==> src/chfcr_map.svh <==
`ifndef CHFCR_MAP_SVH
`define CHFCR_MAP_SVH

// register offsets
`define CHFCR_ADDR_CMD 8'h00
`define CHFCR_ADDR_OWNER 8'h01
`define CHFCR_ADDR_FIFO 8'h02
`define CHFCR_ADDR_THR 8'h03

// command_control fields
`define CHFCR_CMD_STANDBY_BIT 7
`define CHFCR_CMD_RFOFF_BIT 6
`define CHFCR_CMD_CODE_HI 4
`define CHFCR_CMD_CODE_LO 0

// bus_owner_control fields
`define CHFCR_OWN_UNLOCK_BIT 7
`define CHFCR_OWN_HOST_BIT 6
`define CHFCR_OWN_SAM_BIT 5
`define CHFCR_OWN_PORT_HI 3
`define CHFCR_OWN_PORT_LO 2

// secure port select codes
`define CHFCR_PORT_OFF 2'h0
`define CHFCR_PORT_SPI 2'h1
`define CHFCR_PORT_I2CL 2'h2
`define CHFCR_PORT_I2C 2'h3

// fifo_setup fields
`define CHFCR_FIFO_DEPTH_BIT 7
`define CHFCR_FIFO_FULL_BIT 6
`define CHFCR_FIFO_EMPTY_BIT 5
`define CHFCR_FIFO_CLEAR_BIT 4
`define CHFCR_FIFO_THRMSB_BIT 2
`define CHFCR_FIFO_CNTMSB_HI 1
`define CHFCR_FIFO_CNTMSB_LO 0

// fifo depths, valid command mask and reset values
`define CHFCR_DEPTH_SMALL 10'h0ff
`define CHFCR_DEPTH_LARGE 10'h200
`define CHFCR_IDLE_CMD 5'h00
`define CHFCR_VALID_CMD_MASK 32'h0000ffff
`define CHFCR_RESET_BYTE 8'h00

`endif

==> src/chfcr_pkg.sv <==
package chfcr_pkg;

  typedef struct packed {
    logic [9:0] count;
  } chfcr_cnt_state_t;

  typedef struct packed {
    logic standby;
    logic rf_off;
    logic [4:0] cmd;
    logic cmd_start;
    logic idle_event;
    logic unlock;
    logic host_own;
    logic sam_own;
    logic [1:0] port_sel;
    logic [3:0] port_onehot;
    logic depth_sel;
    logic clear;
    logic thr_msb;
    logic [7:0] thr_low;
    logic near_full;
    logic near_empty;
    logic [7:0] rdata;
    logic rvalid;
  } chfcr_state_t;

endpackage

==> src/chfcr_fill_counter.sv <==
`timescale 1ns/1ns
`include "chfcr_map.svh"

module chfcr_fill_counter
  import chfcr_pkg::*;
#(
  parameter int CNT_W = 10
) (
  // clock and reset
  input wire logic clk_sys,
  input wire logic rst_n,
  // control
  input wire logic push,
  input wire logic pop,
  input wire logic clear,
  input wire logic depth_sel,
  // count
  output logic [CNT_W-1:0] count
);

  generate
    if (CNT_W != 10) begin : g_bad_width
      $error("chfcr_fill_counter: CNT_W must be 10");
    end
  endgenerate

  chfcr_cnt_state_t st;
  chfcr_cnt_state_t next_st;
  logic [9:0] depth;

  always_comb begin
    next_st = st;
    depth = depth_sel ? `CHFCR_DEPTH_SMALL : `CHFCR_DEPTH_LARGE;
    // clear beats any data port traffic in the same cycle
    if (clear) begin
      next_st.count = 10'h000;
    end else if (push && !pop && st.count < depth) begin
      next_st.count = st.count + 10'h001;
    end else if (pop && !push && st.count != 10'h000) begin
      next_st.count = st.count - 10'h001;
    end
  end

  always_ff @(posedge clk_sys or negedge rst_n) begin
    if (!rst_n) begin
      st <= '0;
    end else begin
      st <= next_st;
    end
  end

  assign count = st.count;

endmodule // chfcr_fill_counter

==> src/chfcr_regs.sv <==
`timescale 1ns/1ns
`include "chfcr_map.svh"

module chfcr_regs
  import chfcr_pkg::*;
#(
  parameter logic [31:0] VALID_CMD_MASK = `CHFCR_VALID_CMD_MASK,
  parameter logic [4:0] IDLE_CMD = `CHFCR_IDLE_CMD,
  parameter int CNT_W = 10
) (
  // clock and reset
  input wire logic clk_sys,
  input wire logic reset_n,
  // register port
  input wire logic reg_wr,
  input wire logic reg_rd,
  input wire logic [7:0] reg_addr,
  input wire logic [7:0] reg_wdata,
  output logic [7:0] reg_rdata,
  output logic reg_rvalid,
  // command engine
  input wire logic cmd_done,
  input wire logic wakeup,
  output logic [4:0] active_command,
  output logic command_start,
  output logic idle_event,
  output logic power_down_req,
  output logic rx_power_down,
  output logic tx_power_down,
  // bus ownership
  output logic host_owns_bus,
  output logic secure_module_owns_bus,
  output logic [1:0] secure_port_select,
  output logic secure_port_off,
  output logic secure_port_spi,
  output logic secure_port_i2cl,
  output logic secure_port_i2c,
  // fifo data port events and status
  input wire logic fifo_push,
  input wire logic fifo_pop,
  output logic fifo_clear,
  output logic fifo_depth_select,
  output logic [CNT_W-1:0] fill_count,
  output logic near_full_flag,
  output logic near_empty_flag
);

  generate
    if (CNT_W != 10) begin : g_bad_width
      $error("chfcr_regs: CNT_W must be 10");
    end
    if (VALID_CMD_MASK[IDLE_CMD] == 1'b0) begin : g_bad_idle
      $error("chfcr_regs: idle command must be a valid code");
    end
  endgenerate

  // reset release synchroniser
  logic rst_meta;
  logic rst_n;

  always_ff @(posedge clk_sys or negedge reset_n) begin
    if (!reset_n) begin
      rst_meta <= 1'b0;
      rst_n <= 1'b0;
    end else begin
      rst_meta <= 1'b1;
      rst_n <= rst_meta;
    end
  end

  chfcr_state_t st;
  chfcr_state_t next_st;

  logic [9:0] count;
  logic [9:0] depth;
  logic [9:0] thr;
  logic [9:0] cnt_eff;
  logic wr_cmd;
  logic wr_own;
  logic wr_fifo;
  logic wr_thr;
  logic [4:0] new_cmd;
  logic want_host;
  logic want_sam;

  chfcr_fill_counter #(
    .CNT_W(CNT_W)
  ) u_fill (
    .clk_sys(clk_sys),
    .rst_n(rst_n),
    .push(fifo_push),
    .pop(fifo_pop),
    .clear(st.clear),
    .depth_sel(st.depth_sel),
    .count(count)
  );

  always_comb begin
    next_st = st;
    wr_cmd = reg_wr && (reg_addr == `CHFCR_ADDR_CMD);
    wr_own = reg_wr && (reg_addr == `CHFCR_ADDR_OWNER);
    wr_fifo = reg_wr && (reg_addr == `CHFCR_ADDR_FIFO);
    wr_thr = reg_wr && (reg_addr == `CHFCR_ADDR_THR);
    new_cmd = reg_wdata[`CHFCR_CMD_CODE_HI:`CHFCR_CMD_CODE_LO];
    want_host = reg_wdata[`CHFCR_OWN_HOST_BIT];
    want_sam = reg_wdata[`CHFCR_OWN_SAM_BIT];

    // pulses last one cycle
    next_st.cmd_start = 1'b0;
    next_st.idle_event = 1'b0;
    next_st.clear = 1'b0;
    next_st.rvalid = 1'b0;

    // command engine finishing on its own returns to idle
    if (cmd_done && st.cmd != IDLE_CMD) begin
      next_st.cmd = IDLE_CMD;
      next_st.idle_event = 1'b1;
    end
    if (wakeup) begin
      next_st.standby = 1'b0;
    end

    // command_control write; bit 5 is dropped
    if (wr_cmd) begin
      next_st.standby = reg_wdata[`CHFCR_CMD_STANDBY_BIT];
      next_st.rf_off = reg_wdata[`CHFCR_CMD_RFOFF_BIT];
      if (VALID_CMD_MASK[new_cmd]) begin
        next_st.cmd = new_cmd;
        next_st.cmd_start = (new_cmd != IDLE_CMD);
      end else begin
        // an unknown code never reaches the engine
        next_st.cmd = IDLE_CMD;
        next_st.idle_event = 1'b1;
      end
    end

    // any write consumes the unlock
    if (reg_wr) begin
      next_st.unlock = 1'b0;
    end
    if (wr_own) begin
      next_st.port_sel = reg_wdata[`CHFCR_OWN_PORT_HI:`CHFCR_OWN_PORT_LO];
      if (st.unlock) begin
        // asking for both owners at once is refused as a whole
        if (!(want_host && want_sam)) begin
          next_st.host_own = want_host;
          next_st.sam_own = want_sam;
        end
      end else if (reg_wdata[`CHFCR_OWN_UNLOCK_BIT]) begin
        next_st.unlock = 1'b1;
      end
    end

    // one-hot decode of the secure port
    case (next_st.port_sel)
      `CHFCR_PORT_OFF: next_st.port_onehot = 4'h1;
      `CHFCR_PORT_SPI: next_st.port_onehot = 4'h2;
      `CHFCR_PORT_I2CL: next_st.port_onehot = 4'h4;
      `CHFCR_PORT_I2C: next_st.port_onehot = 4'h8;
      default: next_st.port_onehot = 4'h1;
    endcase

    // fifo_setup write; depth change is not guarded, software flushes first
    if (wr_fifo) begin
      next_st.depth_sel = reg_wdata[`CHFCR_FIFO_DEPTH_BIT];
      next_st.clear = reg_wdata[`CHFCR_FIFO_CLEAR_BIT];
      next_st.thr_msb = reg_wdata[`CHFCR_FIFO_THRMSB_BIT];
    end
    if (wr_thr) begin
      next_st.thr_low = reg_wdata;
    end

    // alert comparisons; cnt_eff never exceeds depth, so no wrap
    depth = st.depth_sel ? `CHFCR_DEPTH_SMALL : `CHFCR_DEPTH_LARGE;
    thr = {1'b0, st.depth_sel ? 1'b0 : st.thr_msb, st.thr_low};
    cnt_eff = st.depth_sel ? {2'b00, count[7:0]} : count;
    next_st.near_full = (depth - cnt_eff) <= thr;
    next_st.near_empty = cnt_eff <= thr;

    // read data; reserved and unmapped read zero
    if (reg_rd) begin
      next_st.rvalid = 1'b1;
      case (reg_addr)
        `CHFCR_ADDR_CMD: begin
          next_st.rdata = {st.standby, st.rf_off, 1'b0, st.cmd};
        end
        `CHFCR_ADDR_OWNER: begin
          next_st.rdata = {st.unlock, st.host_own, st.sam_own, 1'b0,
                           st.port_sel, 2'b00};
        end
        `CHFCR_ADDR_FIFO: begin
          // flush bit always reads 0
          next_st.rdata = {st.depth_sel, st.near_full, st.near_empty, 1'b0, 1'b0,
                           st.thr_msb, count[9:8]};
        end
        `CHFCR_ADDR_THR: begin
          next_st.rdata = st.thr_low;
        end
        default: begin
          next_st.rdata = `CHFCR_RESET_BYTE;
        end
      endcase
    end
  end

  always_ff @(posedge clk_sys or negedge rst_n) begin
    if (!rst_n) begin
      st <= '0;
      st.cmd <= `CHFCR_IDLE_CMD;
      st.port_onehot <= 4'h1;
      st.near_empty <= 1'b1;
    end else begin
      st <= next_st;
    end
  end

  // outputs straight from state
  assign reg_rdata = st.rdata;
  assign reg_rvalid = st.rvalid;
  assign active_command = st.cmd;
  assign command_start = st.cmd_start;
  assign idle_event = st.idle_event;
  assign power_down_req = st.standby;
  assign rx_power_down = st.rf_off;
  assign tx_power_down = st.rf_off;
  assign host_owns_bus = st.host_own;
  assign secure_module_owns_bus = st.sam_own;
  assign secure_port_select = st.port_sel;
  assign secure_port_off = st.port_onehot[0];
  assign secure_port_spi = st.port_onehot[1];
  assign secure_port_i2cl = st.port_onehot[2];
  assign secure_port_i2c = st.port_onehot[3];
  assign fifo_clear = st.clear;
  assign fifo_depth_select = st.depth_sel;
  assign fill_count = count;
  assign near_full_flag = st.near_full;
  assign near_empty_flag = st.near_empty;

endmodule // chfcr_regs

==> config.mk <==
export PLATFORM = sky130hd
export DESIGN_NAME = chfcr_regs
export DESIGN_NICKNAME = d
export VERILOG_FILES = /design/src/chfcr_pkg.sv /design/src/chfcr_fill_counter.sv /design/src/chfcr_regs.sv
export VERILOG_INCLUDE_DIRS = /design/src
export SDC_FILE = /design/constraint.sdc
export NUM_CORES = 1
export LEC_CHECK = 0
export ABC_AREA = 1
export CORE_MARGIN = 2
export CORE_UTILIZATION = 55
export CTS_BUF_LIST = sky130_fd_sc_hd__clkbuf_8
export CTS_CLUSTER_DIAMETER = 200
export CTS_CLUSTER_SIZE = 16
export DETAILED_ROUTE_END_ITERATION = 12
export DONT_BUFFER_PORTS = 1
export HOLD_SLACK_MARGIN = 0.1
export PLACE_DENSITY_LB_ADDON = 0.3
export SYNTH_ARGS = -nofsm -noshare
export SYNTH_HDL_FRONTEND = slang
export SYNTH_HIERARCHICAL = 1
export SYNTH_SLANG_ARGS = --single-unit
==> constraint.sdc <==
create_clock -name clk_sys -period 1.65 [get_ports clk_sys]
set_input_delay 0 -clock clk_sys [delete_from_list [all_inputs] [get_ports clk_sys]]
set_output_delay 0 -clock clk_sys [all_outputs]
set_load 0.01 [all_outputs]
* Yosys cells after proc, flatten, opt, wreduce, memory -nomap -nowiden
Memories as Yosys holds them, arrays and structs flattened.
Index checks and enable logic that the tools add are counted.
** Word-level totals
- Register bits :: 52
- Bits in read-only memories :: 32
- Memories :: 1
** Operators by class
- $lt $le $gt $ge :: 4
- Bitwise operators :: 1
- Eq/ne operators :: 6
- Muxes and demuxes :: 24
- Reductions and logical operators :: 21
- $add $sub $neg :: 3
** Memory list
- (name not given) :: depth 32, width 1, rd ports 1, clocked after memory_dff 0, write ports 0, RTL line chfcr_regs.sv:127 : if (VALID_CMD_MASK[new_cmd]) begin
** Operator list (number)
- $mux W10 :: 5
- $pmux W8 S4 :: 1
- $le A10 B9 Y1 :: 2
- $eq A8 B2 Y1 const B :: 2
- $pmux W4 S4 :: 1
- $mux W5 :: 3
- $add A10 B1 Y10 const B :: 1
- $logic_and A1 B1 Y1 :: 10
- $lt A10 B10 Y1 :: 1
- $mux W1 :: 10
- $reduce_bool A10 Y1 :: 1
- $reduce_bool A5 Y1 :: 2
- $sub A10 B1 Y10 const B :: 1
- $sub A10 B10 Y10 :: 1
- $mux W9 :: 1
- $eq A8 B1 Y1 const B :: 1
- $logic_not A8 Y1 :: 1
- $lt A5 B6 Y1 const B :: 1
- $mux W2 :: 3
- $eq A2 B2 Y1 const B :: 2
- $reduce_bool A2 Y1 :: 2
- $reduce_and A3 Y1 :: 1
- $reduce_bool A3 Y1 :: 1
- $eq A2 B1 Y1 const B :: 1
- 3 further kinds :: 4

* Logic depth before layout (Yosys ltp)
- Depth after elaboration :: 6
- Depth in mapped cells :: 20

* Modules after synthesis
The synthesis kept the hierarchy.
** Modules (own cells, without submodules)
- chfcr_regs :: sequential area each 1028.5 µm², area each 2706.3 µm², instances 1, cells an instance 337
- chfcr_fill_counter :: sequential area each 250.2 µm², area each 1094.8 µm², instances 1, cells an instance 158

* Worst setup path before layout
Ideal clock, no wire load.
- Path type :: flip-flop to flip-flop
- Start :: register st (netlist bit fifo_depth_select)
- End :: register st (netlist bit near_full_flag)
- Slack :: -1.293 ns
- Required time :: 1.533 ns
- Cell stages (with the launch flop) :: 16
- Path buffers :: 0
- Clock period less this slack :: 2.943 ns
- Arrival :: 2.826 ns
- Path through :: dfrtp_1 inv_1 ha_1 fa_1 o21ai_0 a21oi_1 nor2_1 nor2_1 xor2_1 inv_1 ha_1 nand3_1 o211ai_1 inv_1 nand2_1 nand2_1
** RTL lines
- start: declaration :: RTL line chfcr_regs.sv:71 : chfcr_state_t st;
- start signal: assignment :: RTL line chfcr_regs.sv:213 : st <= next_st;

* Final worst setup path
- Start :: register st (netlist bit fifo_depth_select)
- End :: register u_fill.st (netlist bit u_fill/count[9])
** Between the ends
- Cells in the longest elaborated chain, start to end :: 5
- Elaborated cells on any way between the ends :: 6
- Classes of those cells :: 1 x order compare; 3 x mux; 2 x reduce/logical
** RTL lines
- $mux W10 (no source line) (*)
- $lt A10 B10 Y1 (*) :: RTL line chfcr_fill_counter.sv:37 : end else if (push && !pop && st.count < depth) begin
- $logic_and A1 B1 Y1 (*) :: RTL line chfcr_fill_counter.sv:37
- $mux W10 :: RTL line chfcr_fill_counter.sv:37
- $mux W10 :: RTL line chfcr_fill_counter.sv:35 : if (clear) begin
- end signal: assignment :: RTL line chfcr_fill_counter.sv:48 : st <= next_st;
- end: declaration :: RTL line chfcr_fill_counter.sv:27 : chfcr_cnt_state_t st;
Every way passes the cells marked *; elsewhere a longest branch is shown, timed or not.
A chain may end at the register's enable or synchronous reset.

==> out/metrics.cfg <==
[synthesis]
yosys.area_share.simple_pct = 25.2
synth_top_cell_area_share_pct = 32.3
synth.cell_area_um2 = 3800
synth_mux_area_share_pct = 0
syn_nets = 564
synthTopCellsByCount = nand2_1, inv_1, dfrtp_1
synth.distinct_cells = 40
synth_ff_type = dfrtp_1
ys_async_sr_fraction_pct = 100
yosysWarnings = 6
synth_edf_count = 0
synth_xor_area_share_pct = 2.53
synth_cells = 495
seq_area_frac_synth_pct = 33.6
synth_compound_area_share_pct = 12.5
synth.largest_area_cell = dfrtp_1
synth_area_leaders = dfrtp_1, ha_1, nand2_1
synth_most_common_cell = nand2_1
synth-seq-cells = 51
synth_top_family_by_area = simple AND/OR/NAND/NOR gates
syn_avg_cell_area_um2 = 7.68
synthAdderAreaFrac_pct = 15.2

[critical_path]
critical-path-slowest-cell = dfrtp_2
start_kind = register
cp_num_buf_inv = 3
worstPathMaxFanout = 8
cp_cell_sequence = clkinv_4 > ha_1 > nand2_1 > nor2_2 > nand3_4 > buf_4 > nand3_4 > ha_4 > nand2_1 > nor2_1 > nand2_1 > nor2_1 > nor2_1 > inv_1 > nand2_1 > nand3_1 > nand2_1
crit_path_end_kind = register
critPathMostFrequentCell = nand2_1
cp.arrival_ns = 2.85
critPathTopFamily = simple AND/OR/NAND/NOR gates
critPathMaxStageDelay_ns = 0.50
path_class = register to register
worst_ep_required_time_ns = 1.86

[placed_design]
routabilityCongestion = 0.857
io_buffers = 0
hpwl_mm = 7.45
dpl_worst_slack_ns = -0.973

[global_route]
grt_pass1_vias = 3683
grt_antenna_before_repair = 0
overflow = 0
grt_pass1_wl_mm = 16.7
grt_usage_pct = 27.8
grt_max_degree = 50

[drt]
vias_per_cell = 5.70
antenna_left = 0
drc = 0
num_vias = 3706
dr.pass1.iters = 7
wl_per_cell_um = 16.3
drtIter0Drc = 205
totalWireLength_mm = 10.6

[power_and_ir_drop]
peakVddDrop_mv = 1.53
p_total_mw = 8.39
powerDensity_nw_per_um2 = 1660
leakage_nw = 2.49

[die]
start_util_pct = 56.3
dieArea_um2 = 7590
ios = 65
die_h_um = 87.1
die_x_um = 87.1
fp-row-count = 30
core_area_um2 = 6760

[layout]
final.fill_count = 479
drive_above_1_share_pct = 29.3
antennaDiodeCount = 0
nNetsFinal = 638
area_growth_pct = 32.8

[flow_run]
drv_cap = 0

[sta]
finClkSkew_ns = 0.00856
fin_ws_ns = -0.992
setup_violations = 12
fmax_mhz = 378
min_period_ns = 2.64
hold_viol = 0
rsz0062_at_grt = true
slew_violations = 0
timing.final.crit_share_pct = 160

[clock_network]
cts_buffers = 5
clkTransAtPathRegs_ns = 0.10
cts_tree = yes
cts-root-buf = clkbuf_8
htreeDepth = 2
clk_latency_ns = 0.31
clk_path_buf_depth = 2
clock_sink_count = 51

[worst_hold_path]
min_path_type = primary input to register

[outcome]
violations = setup timing
status = finished, violations left

## power by group
part           internal, mW  switching (mW)  leakage, nW
clock                 0.457           0.449       0.0548
sequential             1.43           0.213        0.665
combinational          2.69            3.14         1.77
total                  4.58            3.80         2.49
## timing repair
action	4_1_cts	5_1_grt
hold endpoints to repair	39	0
buffers inserted	6	5
resized for setup	27	38
hold buffers	18	0
pin swaps	14	13
gates cloned	2	0
endpoints found under the setup margin	12	14
## metrics by stage
step | area (um^2) | std cells | TNS (ns) | utilization (%) | hold WS (ns)
2_1_floorplan | 3940 | 495 | -7.77 | - | -0.296
3_3_place_gp | 4330 | 611 | -8.55 | 64.1 | -0.296
3_5_place_dp | 4330 | 611 | -9.37 | 64.1 | -0.296
4_1_cts | 4840 | 645 | -8.96 | 71.7 | 0.114
5_1_grt | 5050 | 650 | -10.96 | 74.7 | 0.181
6_report | 5050 | 650 | -9.58 | 74.7 | 0.176
## layout by cell type (no fill, tap or decap), types with 7 or more instances in the layout
master and n:
dlygate4sd3_1 16, o21ai_0 26, nor2_1 29, inv_1 63, nand3_1 22, o21ai_1 8
nand2_1 110, inv_2 9, ha_1 27, dfrtp_1 47, a21oi_2 7, ha_4 16
nand2_2 16, buf_4 59, a21oi_1 16, nand4_1 12
## final timing paths
kind	from	to	slack, ns	cells past startpoint
setup / recovery	fifo_depth_select$_DFFE_PN0P_	u_fill/count[9]$_DFFE_PN0P_	-0.99	17
hold / removal	fifo_push	u_fill/count[0]$_DFFE_PN0P_	0.18	6
setup reg to reg	fifo_depth_select$_DFFE_PN0P_	u_fill/count[9]$_DFFE_PN0P_	-0.99	17
hold reg to reg	rst_n$_DFF_PN0_	command_start$_DFF_PN0_	0.25	1
max in group asynchronous	reset_n	rst_n$_DFF_PN0_	1.09	2
min in group asynchronous	rst_n$_DFF_PN0_	command_start$_DFF_PN0_	0.25	1
## worst reg2reg max path, cell delays in order (launching register included)
cell and delay, ns:
dfrtp_2 0.50, clkinv_4 0.17, ha_1 0.34, nand2_1 0.09
nor2_2 0.06, nand3_4 0.09, buf_4 0.13, nand3_4 0.14
ha_4 0.32, nand2_1 0.08, nor2_1 0.14, nand2_1 0.08
nor2_1 0.11, nor2_1 0.08, inv_1 0.05, nand2_1 0.05
nand3_1 0.06, nand2_1 0.05
## flip-flops by register name, indices dropped and copies added (netlist names), 2 cells and up
register,count
active_command,4
reg_rdata,8
secure_port_select,2
st,10
u_fill/count,10
## routing by layer
metal,vias to the layer above,track usage (%),share of wire [%]
li1,1749,-,-
met1,1745,34.7,40
met2,170,49.4,51
met3,42,4.64,6.1
met4,0,7.83,3.2
met5,-,0,0
## layout make-up
| type | instances | area, um^2 | area share (%) |
|---|---|---|---|
| Multi-Input combinational cell | 354 | 2550 | 50.6 |
| Sequential cell | 51 | 1280 | 25.4 |
| Timing Repair Buffer | 83 | 713 | 14.1 |
| Inverter | 74 | 285 | 5.65 |
| Tap cell | 80 | 100 | 1.98 |
| Clock buffer | 5 | 68.8 | 1.36 |
| Clock inverter | 3 | 46.3 | 0.917 |
## logic make-up after synthesis
group                      Yosys count
other                                2
xor gates and xnor gates            11
buffers and inverters               92
DFF                                 51
adders and majority gates           45
AOI/OAI and AO/OA                   79
and+or+nand+nor                    215
Note: power is estimated with default switching activity, not from simulation.
